## src/hdl/fpoc_consts.vh

```
// Constants for the floating-point operand front end and register bank.
// Assumes inclusion by bare name from each file of the block that uses it.
`ifndef FPOC_CONSTS_VH
`define FPOC_CONSTS_VH

// ==========================================================================
// APB register map
// ==========================================================================
`define FPOC_ADDR_SCR 8'h00
`define FPOC_ADDR_CMD 8'h04
`define FPOC_ADDR_OPA_HI 8'h08
`define FPOC_ADDR_OPA_LO 8'h0C
`define FPOC_ADDR_OPB_HI 8'h10
`define FPOC_ADDR_OPB_LO 8'h14
`define FPOC_ADDR_RES_HI 8'h18
`define FPOC_ADDR_RES_LO 8'h1C
`define FPOC_ADDR_STAT 8'h20
`define FPOC_ADDR_CPUSW 8'h24
`define FPOC_ADDR_BANK 8'h80

// ==========================================================================
// Status/control register fields
// ==========================================================================
`define FPOC_SCR_RESET 32'h00040001
`define FPOC_SCR_MASK 32'h003FFFFF
`define FPOC_SCR_BANK 21
`define FPOC_SCR_FLUSH 18
`define FPOC_CAUSE_LO 12
`define FPOC_ENABLE_LO 7
`define FPOC_FLAG_LO 2
`define FPOC_EXC_V 4
`define FPOC_CPUSW_DISABLE 15

// ==========================================================================
// Number formats
// ==========================================================================
`define FPOC_SP_EXP_W 8
`define FPOC_SP_FRAC_W 23
`define FPOC_DP_EXP_W 11
`define FPOC_DP_FRAC_W 52
`define FPOC_QUIET_NAN_SP 32'h7FBFFFFF
`define FPOC_QUIET_NAN_DP 64'h7FF7FFFFFFFFFFFF

// Classes.
`define FPOC_CLS_ZERO 3'h0
`define FPOC_CLS_DENORM 3'h1
`define FPOC_CLS_NORMAL 3'h2
`define FPOC_CLS_INF 3'h3
`define FPOC_CLS_QUIET_NAN 3'h4
`define FPOC_CLS_SIGNALING_NAN 3'h5

// Operation codes in the command register.
`define FPOC_OP_COPY 3'h0
`define FPOC_OP_ABS 3'h1
`define FPOC_OP_NEG 3'h2
`define FPOC_OP_ARITH 3'h3

`endif

```

## src/hdl/fpoc_front.v

```verilog
// Operand front end: classification, NaN policy, denormal flushing,
// status/control register and banked register file, reached over APB.
// Assumes an APB master on the same clock and a synchronous reset.
//
// The placing of the registers and the APB slave port were chosen for this implementation.
`timescale 1ns/1ps
`include "fpoc_consts.vh"
module fpoc_front (
    input wire clock,
    input wire reset,
    input wire psel,
    input wire penable,
    input wire pwrite,
    input wire [7:0] paddr,
    input wire [31:0] pwdata,
    output reg [31:0] prdata,
    output wire pready,
    output wire pslverr,
    output reg disableExc,
    output reg invalidExc
);
    // ======================================================================
    // Helpers
    // ======================================================================
    // Class of a single operand.
    function [2:0] classSp;
        input [31:0] v;
        begin
            if (&v[30:23]) begin
                if (v[22:0] == 23'h000000)
                    classSp = `FPOC_CLS_INF;
                else if (v[22])
                    classSp = `FPOC_CLS_SIGNALING_NAN;
                else
                    classSp = `FPOC_CLS_QUIET_NAN;
            end else if (v[30:23] == 8'h00) begin
                if (v[22:0] == 23'h000000)
                    classSp = `FPOC_CLS_ZERO;
                else
                    classSp = `FPOC_CLS_DENORM;
            end else begin
                classSp = `FPOC_CLS_NORMAL;
            end
        end
    endfunction

    // Class of a double operand.
    function [2:0] classDp;
        input [63:0] v;
        begin
            if (&v[62:52]) begin
                if (v[51:0] == 52'h0000000000000)
                    classDp = `FPOC_CLS_INF;
                else if (v[51])
                    classDp = `FPOC_CLS_SIGNALING_NAN;
                else
                    classDp = `FPOC_CLS_QUIET_NAN;
            end else if (v[62:52] == 11'h000) begin
                if (v[51:0] == 52'h0000000000000)
                    classDp = `FPOC_CLS_ZERO;
                else
                    classDp = `FPOC_CLS_DENORM;
            end else begin
                classDp = `FPOC_CLS_NORMAL;
            end
        end
    endfunction

    // Physical index for a single name, plain or extended view.
    function [4:0] physIdx;
        input bankSel;
        input extended;
        input [3:0] name;
        begin
            physIdx = {bankSel ^ extended, name};
        end
    endfunction

    // ======================================================================
    // Registers
    // ======================================================================
    reg [31:0] scr_q;
    reg [31:0] cpuWord_q;
    reg [31:0] cmd_q;
    reg [63:0] opA_q;
    reg [63:0] opB_q;
    reg [63:0] res_q;
    reg [7:0] stat_q;

    wire setupWr = psel && !penable && pwrite;
    wire accessWr = psel && penable && pwrite;
    wire accessRd = psel && penable && !pwrite;
    wire bankSel = scr_q[`FPOC_SCR_BANK];
    wire flushMode = scr_q[`FPOC_SCR_FLUSH];
    wire invEnable = scr_q[`FPOC_ENABLE_LO + `FPOC_EXC_V];
    wire unitOff = cpuWord_q[`FPOC_CPUSW_DISABLE];

    assign pready = 1'b1;
    assign pslverr = 1'b0;

    // ======================================================================
    // Command decode
    // ======================================================================
    // cmd: [2:0] op, [3] double, [4] extended view, [8:5] dest name,
    // [9] load opA from bank, [10] store result to bank.
    wire [2:0] cmdOp = pwdata[2:0];
    wire cmdDouble = pwdata[3];
    wire cmdExt = pwdata[4];
    wire [3:0] cmdName = pwdata[8:5];
    wire cmdLoad = pwdata[9];
    wire cmdStore = pwdata[10];
    wire cmdIssue = accessWr && (paddr == `FPOC_ADDR_CMD);

    wire [2:0] clsA = cmdDouble ? classDp(opA_q) : classSp(opA_q[31:0]);
    wire [2:0] clsB = cmdDouble ? classDp(opB_q) : classSp(opB_q[31:0]);
    wire valueOp = (cmdOp == `FPOC_OP_ARITH);
    wire anySnan = (clsA == `FPOC_CLS_SIGNALING_NAN) || (clsB == `FPOC_CLS_SIGNALING_NAN);
    wire anyQnan = (clsA == `FPOC_CLS_QUIET_NAN) || (clsB == `FPOC_CLS_QUIET_NAN);

    // Flushed operand A; the arithmetic core sits outside this block, so
    // the value-producing path passes the flushed operand A through.
    reg [63:0] flushA;
    reg [63:0] result;
    reg raiseInv;
    always @* begin
        flushA = opA_q;
        if (valueOp && flushMode && (clsA == `FPOC_CLS_DENORM)) begin
            if (cmdDouble)
                flushA = {opA_q[63], 63'h0};
            else
                flushA = {32'h0, opA_q[31], 31'h0};
        end
        raiseInv = 1'b0;
        case (cmdOp)
            `FPOC_OP_ABS: result = cmdDouble ? {1'b0, opA_q[62:0]} :
                {32'h0, 1'b0, opA_q[30:0]};
            `FPOC_OP_NEG: result = cmdDouble ? {~opA_q[63], opA_q[62:0]} :
                {32'h0, ~opA_q[31], opA_q[30:0]};
            `FPOC_OP_ARITH: begin
                result = flushA;
                if (anySnan && invEnable)
                    raiseInv = 1'b1;
                if (anySnan || anyQnan)
                    result = cmdDouble ? `FPOC_QUIET_NAN_DP :
                        {32'h0, `FPOC_QUIET_NAN_SP};
            end
            default: result = opA_q;
        endcase
    end

    // ======================================================================
    // Bank access: sequencer for loads and stores of 1..2 words
    // ======================================================================
    localparam ST_IDLE = 3'b001;
    localparam ST_RD = 3'b010;
    localparam ST_WR = 3'b100;
    reg [2:0] state_q;
    reg [1:0] step_q;
    reg [4:0] baseIdx_q;
    reg pairMode_q;

    wire [4:0] apbIdx = physIdx(bankSel, paddr[6], paddr[5:2]);
    wire bankHit = paddr[7];
    wire opAccepted = cmdIssue && !unitOff && !(raiseInv);

    reg memWe;
    reg [4:0] memWa;
    reg [31:0] memWd;
    reg [4:0] memRa;
    wire [31:0] memRd;
    always @* begin
        memWe = 1'b0;
        memWa = apbIdx;
        memWd = pwdata;
        memRa = apbIdx;
        if (state_q == ST_WR) begin
            memWe = 1'b1;
            memWa = baseIdx_q | {4'h0, step_q[0]};
            memWd = (pairMode_q && !step_q[0]) ?
                res_q[63:32] : res_q[31:0];
            if (!pairMode_q)
                memWd = res_q[31:0];
        end else if (state_q == ST_RD) begin
            memRa = baseIdx_q | {4'h0, step_q[0]};
        end else if (accessWr && bankHit) begin
            memWe = 1'b1;
        end
    end

    fpoc_bank_mem #(
        .WIDTH(32),
        .DEPTH(32),
        .AW(5)
    ) bankMem (
        .clock(clock),
        .writeEn(memWe),
        .writeAddr(memWa),
        .writeData(memWd),
        .readAddr(memRa),
        .readData(memRd)
    );

    reg rdPend_q;
    always @(posedge clock) begin
        if (reset) begin
            scr_q <= `FPOC_SCR_RESET;
            cpuWord_q <= 32'h00000000;
            cmd_q <= 32'h00000000;
            opA_q <= 64'h0;
            opB_q <= 64'h0;
            res_q <= 64'h0;
            stat_q <= 8'h00;
            disableExc <= 1'b0;
            invalidExc <= 1'b0;
            state_q <= ST_IDLE;
            step_q <= 2'h0;
            baseIdx_q <= 5'h00;
            pairMode_q <= 1'b0;
            rdPend_q <= 1'b0;
        end else begin
            disableExc <= 1'b0;
            invalidExc <= 1'b0;
            rdPend_q <= setupWr ? 1'b0 : (psel && !penable);
            if (accessWr && !bankHit) begin
                case (paddr)
                    `FPOC_ADDR_SCR: scr_q <= pwdata & `FPOC_SCR_MASK;
                    `FPOC_ADDR_CPUSW: cpuWord_q <= pwdata;
                    `FPOC_ADDR_OPA_HI: opA_q[63:32] <= pwdata;
                    `FPOC_ADDR_OPA_LO: opA_q[31:0] <= pwdata;
                    `FPOC_ADDR_OPB_HI: opB_q[63:32] <= pwdata;
                    `FPOC_ADDR_OPB_LO: opB_q[31:0] <= pwdata;
                    `FPOC_ADDR_STAT: stat_q <= stat_q & ~pwdata[7:0];
                    default: ;
                endcase
            end
            if (cmdIssue) begin
                cmd_q <= pwdata;
                // The cause field clears at the start of each instruction.
                scr_q[17:12] <= 6'h00;
                if (unitOff) begin
                    disableExc <= 1'b1;
                    stat_q[0] <= 1'b1;
                end else if (raiseInv) begin
                    invalidExc <= 1'b1;
                    stat_q[1] <= 1'b1;
                    scr_q[`FPOC_CAUSE_LO + `FPOC_EXC_V] <= 1'b1;
                    scr_q[`FPOC_FLAG_LO + `FPOC_EXC_V] <= 1'b1;
                end else begin
                    res_q <= result;
                    if (cmdLoad) begin
                        state_q <= ST_RD;
                        step_q <= 2'h0;
                        baseIdx_q <= physIdx(bankSel, cmdExt,
                            cmdDouble ? {cmdName[3:1], 1'b0} : cmdName);
                        pairMode_q <= cmdDouble;
                    end else if (cmdStore) begin
                        state_q <= ST_WR;
                        step_q <= 2'h0;
                        baseIdx_q <= physIdx(bankSel, cmdExt,
                            cmdDouble ? {cmdName[3:1], 1'b0} : cmdName);
                        pairMode_q <= cmdDouble;
                    end
                end
            end
            case (state_q)
                ST_IDLE: ;
                ST_WR: begin
                    if (pairMode_q && !step_q[0]) begin
                        step_q <= 2'h1;
                    end else begin
                        state_q <= ST_IDLE;
                    end
                end
                ST_RD: begin
                    step_q <= step_q + 2'h1;
                    if (step_q == 2'h1 && pairMode_q)
                        opA_q[63:32] <= memRd;
                    else if (step_q == 2'h1)
                        opA_q <= {32'h0, memRd};
                    if (step_q == 2'h2) begin
                        opA_q[31:0] <= memRd;
                        state_q <= ST_IDLE;
                    end else if (step_q == 2'h1 && !pairMode_q) begin
                        state_q <= ST_IDLE;
                    end
                end
                default: state_q <= ST_IDLE;
            endcase
        end
    end

    // ======================================================================
    // Read mux: bank reads use the bank window at word strides.
    // ======================================================================
    always @* begin
        case (paddr)
            `FPOC_ADDR_SCR: prdata = scr_q;
            `FPOC_ADDR_CMD: prdata = cmd_q;
            `FPOC_ADDR_OPA_HI: prdata = opA_q[63:32];
            `FPOC_ADDR_OPA_LO: prdata = opA_q[31:0];
            `FPOC_ADDR_OPB_HI: prdata = opB_q[63:32];
            `FPOC_ADDR_OPB_LO: prdata = opB_q[31:0];
            `FPOC_ADDR_RES_HI: prdata = res_q[63:32];
            `FPOC_ADDR_RES_LO: prdata = res_q[31:0];
            `FPOC_ADDR_STAT: prdata = {24'h0, stat_q};
            `FPOC_ADDR_CPUSW: prdata = cpuWord_q;
            default: prdata = bankHit ? memRd : 32'h00000000;
        endcase
    end
endmodule // fpoc_front

```

## src/hdl/fpoc_bank_mem.v

```verilog
// Physical floating-point register bank: 32 words of 32 bits.
// Assumes one writer per cycle and a registered read port.
`timescale 1ns/1ps
module fpoc_bank_mem #(
    parameter WIDTH = 32,
    parameter DEPTH = 32,
    parameter AW = 5
) (
    input wire clock,
    input wire writeEn,
    input wire [AW-1:0] writeAddr,
    input wire [WIDTH-1:0] writeData,
    input wire [AW-1:0] readAddr,
    output reg [WIDTH-1:0] readData
);
    reg [WIDTH-1:0] mem [0:DEPTH-1];

    always @(posedge clock) begin
        if (writeEn) begin
            mem[writeAddr] <= writeData;
        end
        readData <= mem[readAddr];
    end
endmodule // fpoc_bank_mem

```

## config.mk

```make
export PLATFORM = sky130hd
export DESIGN_NAME = fpoc_front
export DESIGN_NICKNAME = d
export VERILOG_FILES = /design/src/hdl/fpoc_front.v /design/src/hdl/fpoc_bank_mem.v
export VERILOG_INCLUDE_DIRS = /design/src /design/src/hdl
export SDC_FILE = /design/constraint.sdc
export NUM_CORES = 2
export LEC_CHECK = 0
export BUFFER_PORTS_ARGS = -buffer_cell sky130_fd_sc_hd__buf_4
export CAP_MARGIN = 10
export CORE_MARGIN = 10
export CORE_UTILIZATION = 35
export DETAILED_ROUTE_END_ITERATION = 8
export SYNTH_ARGS = -nofsm -noshare
export SYNTH_HDL_FRONTEND = slang
export SYNTH_HIERARCHICAL = 1
export SYNTH_SLANG_ARGS = --single-unit
```

## constraint.sdc

```tcl
create_clock -name clock -period 4.57 [get_ports clock]
set_clock_uncertainty 0.15 [all_clocks]
set_input_delay 0 -clock clock [delete_from_list [all_inputs] [get_ports clock]]
set_output_delay 0 -clock clock [all_outputs]
set_load 0.02 [all_outputs]
```

==> flow_results.org <==
** Outcome
- The run finished with clean final reports.

** Power and ir drop
- Internal power comes to just over 20 mW.
- Sequential cell fraction of total power :: between 50% and 60%
- The analysis attributes to cell leakage a power of 22.4 nW.
- The clock network burns approximately 44% of the power.
- Total power for the finished layout comes to around 26 mW.
- Sw Ratio :: between 20 and 25%
- Switch Pwr :: 5.86 mW
- For this design the ratio of total power to cell area is 409 mW/mm2.
- Combinational cells account for between 5 and 6% of the total power.
- VDD sags by at most between 0.0003 and 0.0004 V.

** Clock network
- Counting the buffers created by CTS gives 145.
- In this run, post-CTS repair resized a total of 0 instances.
- H-tree levels :: 4
- Clock sink total :: 1355
- Clock Tree Buf Depth :: 3
- Skew-Pair Late Insertion Delay :: just under 0.8 ns
- The tree is rooted in a sky130_fd_sc_hd__clkbuf_16.
- Number of buffers inserted by post-CTS setup repair :: 0
- The number of hold buffers added after CTS was 92.
- Clock slew at reported path FFs :: 0.06 ns
- Clock tree from TritonCTS :: yes

** Place
- Port buffering added between 70 and 80 buffers.
- Cell area after placement :: about 0.06 mm2
- Final weighted congestion in routability-driven placement :: 0.872
- HPWL after DPL :: roughly 92000 um

** Floorplan
- The floorplan has 145 rows.
- After floorplanning, the core was sized to cover around 0.16 mm2.
- Pin placement for this block handled 81 I/O pins.
- Die Ht :: about 420 um
- Die boundary width :: approximately 420 um
- The die covers 0.173 mm2.
- For this configuration, the core starts out at a cell density of between 30% and 40%.

** STA
- Across all hold checks on the routed design, the worst slack comes to roughly 0.028 ns.
- Transition time at the pin with the least slew margin :: about 1.2 ns
- The final critical path takes up 80.6% of the cycle.
- The number of slew-limit violations in the final report is 0.
- Relative slew margins :: a little under a fifth
- Setup Viol. Count Final :: 0
- Final-report hold violation count :: 0
- Adding up every negative setup slack in the final design gives 0 ns.
- Derived from the worst setup path, the maximum achievable clock frequency is between 0.2 and 0.3 GHz.
- Setup repair after global routing missed its margin :: false
- Minimum clock period after layout :: approximately 3.7 ns

** Hold path
- Startpoint of the tightest hold check path :: pwdata[13]
- Type of the most critical hold path :: in2reg

** Logic synthesis
- A synthesized cell averages between 10 and 15 um2.
- The number of nets in the synthesized netlist is between 4000 and 5000.
- FF+latch count, synth :: approximately 1400
- The most used flip-flop cell after synthesis is sky130_fd_sc_hd__edfxtp_1.
- Post-synth ARST share :: 0%
- After synthesis the cells add up to 0.0548 mm2.
- Count of different cell masters after synthesis :: 64
- Syn. warnings :: 6
- Sequential share of the synthesized area :: between 60 and 70%
- Instance count of the mapped netlist :: 4011
- Post-synth EDFFs :: 1024

** Critical path
- At the worst endpoint, the arrival time is about 4.2 ns.
- Crit path buffers/inverters :: 1
- Slowest CP cell :: sky130_fd_sc_hd__nor3_2
- Cell class contributing the biggest share of worst-path delay :: simple AND/OR/NAND/NOR gates
- Critical path class :: reg2reg
- The worst setup path is captured at a register.
- The most numerous cell type found on the critical path is sky130_fd_sc_hd__nor4_1.
- Crit. Startpoint :: opA_q[1]$_SDFF_PP0_
- Critical path, cell by cell :: nor4_1, nand4_1, nor4_1, o221a_1, o31a_1, o21ai_2, nor3_2, buf_4, a221o_1
- WP data required :: 5.12 ns
- For this run, the slowest stage of the critical path takes roughly 0.70 ns.
- Type of origin of the critical path :: register
- Startpoint of the worst-slack reg-to-reg timing path :: opA_q[1]$_SDFF_PP0_
- Maximum fanout count along the critical path :: 19

** Route
- The routed design has between 150000 and 200000 um of wire.
- Post-detailed-route count of antenna-violating nets :: 0
- Routed wire per std cell :: about 24 um
- Detailed-route vias per instance :: between 5 and 6
- The pre-antenna-repair detailed-routing pass consisted of 8 iterations.
- In this run, the number of DRC markers left after iteration 0 of detailed routing was 4129.
- Drc violations :: 0
- The routed layout has 35200 vias.

** Final layout
- Layout cell share with drive strength beyond 1 :: 13.0%
- The top cell types in the final layout, fill and taps aside, are sky130_fd_sc_hd__edfxtp_1 (1024), sky130_fd_sc_hd__mux2i_1 (647), sky130_fd_sc_hd__nand2_1 (435), sky130_fd_sc_hd__dfxtp_1 (331), sky130_fd_sc_hd__a21oi_1 (293).
- At the end of the flow, the number of nets in the layout was around 4200.
- Number of fill cells in the layout :: between 10000 and 15000
- Leaving out fill and tap cells, the most frequent cell in the layout is sky130_fd_sc_hd__edfxtp_1.
- The area growth from synthesis to layout is 17.2%.
- Post-route standard cell area excluding fillers :: 0.0642 mm2

** GRT
- Antenna violations before repair :: 4
- Entering global routing, the biggest net connects between 80 and 90 pins.
- Tot GR Track Use :: 17.3%
- The first global-routing pass estimated between 200000 and 250000 um of wire.
- For this run the aggregate overflow at the end of global routing stands at 0.
- The via count of the first global-routing pass came to 34200.

** Run
- Max-cap violations :: 0
==> worst min-delay path, cell delays in order <==
cell,delay [ns]
sky130_fd_sc_hd__dlygate4sd3_1,0.59
sky130_fd_sc_hd__buf_4,0.20
sky130_fd_sc_hd__nand2_1,0.07
sky130_fd_sc_hd__a21oi_1,0.05
==> cells by family (layout without fill, tap and decap cells) <==
kind of cell             Yosys count  after routing  share of synthesized area, %
buffers and inverters            303            603                          2.67
adder cells (fa/ha/maj)            5              5                         0.110
AND/OR/NAND/NOR                  882            882                          7.02
other                              2              3                        0.0137
multiplexers                     657            657                          12.0
AO/OA/AOI/OAI                    805            805                          9.95
flip-flops                      1355           1355                          68.2
XOR/XNOR                           2              2                        0.0320
==> Yosys cell counts (all sizes together), types with 6 or more instances <==
cell    instances  area, um2
a211oi         64        480
a21oi         293       1470
a221o          30        300
a221oi         22        193
a222oi         22        220
a22o          107        937
a22oi         145       1090
a31oi          34        213
and3            6       37.5
buf            99        688
clkbuf        193        732
dfxtp         331       6630
edfxtp       1024      30700
inv            11       41.3
mux2           10        113
mux2i         647       6480
nand2         439       1650
nand2b          7       43.8
nand3         132        661
nand3b          6       45.0
nand4          23        144
nor2          140        526
nor3           75        380
nor4           33        213
o21ai          58        294
o22ai           8       50.1
==> flip-flops by register name (all words and copies together), names as in the netlist, 2 cells and up <==
name,cells
step_q,2
opB_q,64
scr_q,22
baseIdx_q,5
state_q,3
bankMem/readData,32
res_q,64
cmd_q,32
stat_q,8
opA_q,64
bankMem/mem,1024
cpuWord_q,32
==> layout make-up <==
class / count / area [um2] / share of cell area [%]
well taps: 2058 / 2570 / 4.01
flip-flops and latches: 1355 / 37400 / 58.2
clock buffers: 202 / 4120 / 6.41
inverters: 11 / 41.3 / 0.0643
clock inverters: 62 / 533 / 0.830
repair buffers: 328 / 3080 / 4.79
diodes: 1 / 2.50 / 0.00390
multi-input cells: 2353 / 16500 / 25.7
==> metrics by stage <==
step                      setup WS, ns  cells  util (%)
after floorplan                  0.919   4011         -
after global placement           0.967   6009      37.5
after detailed placement         0.915   6009      37.5
after CTS                        0.888   6365      41.1
after global routing             0.648   6369      41.2
final                            0.886   6370      41.2
==> metal layers <==
| layer | share of wire [%] | global-route usage, % | vias up | routed length (um) |
|---|---|---|---|---|
| li1 | - | - | 15800 | - |
| met1 | 44 | 24.3 | 17700 | 68700 |
| met2 | 46 | 27.3 | 1414 | 71000 |
| met3 | 7.5 | 3.24 | 265 | 11600 |
| met4 | 2.4 | 4.93 | 0 | 3710 |
| met5 | 0 | 0 | - | 0 |
==> power groups by stage <==
stage	Clock (mW)	Combinational [mW]	Sequential, mW
4_1_cts	11.7	1.32	13.4
5_1_grt	12.2	1.42	13.4
6_report	11.5	1.34	13.4
2_1_floorplan	0	0.760	13.6
3_3_place_gp	0	1.24	13.6
3_5_place_dp	0	1.25	13.6
==> path summary, 6_finish.rpt <==
kind / endpoint / slack, ns / cells after the start
max: res_q[38]$_SDFFE_PP0P_ / 0.89 / 9
min: opB_q[45]$_SDFFE_PP0P_ / 0.03 / 4
max reg2reg: res_q[38]$_SDFFE_PP0P_ / 0.89 / 9
min reg2reg: scr_q[7]$_SDFFE_PP0P_ / 0.31 / 2
Note: power is estimated with default switching activity, not from simulation.
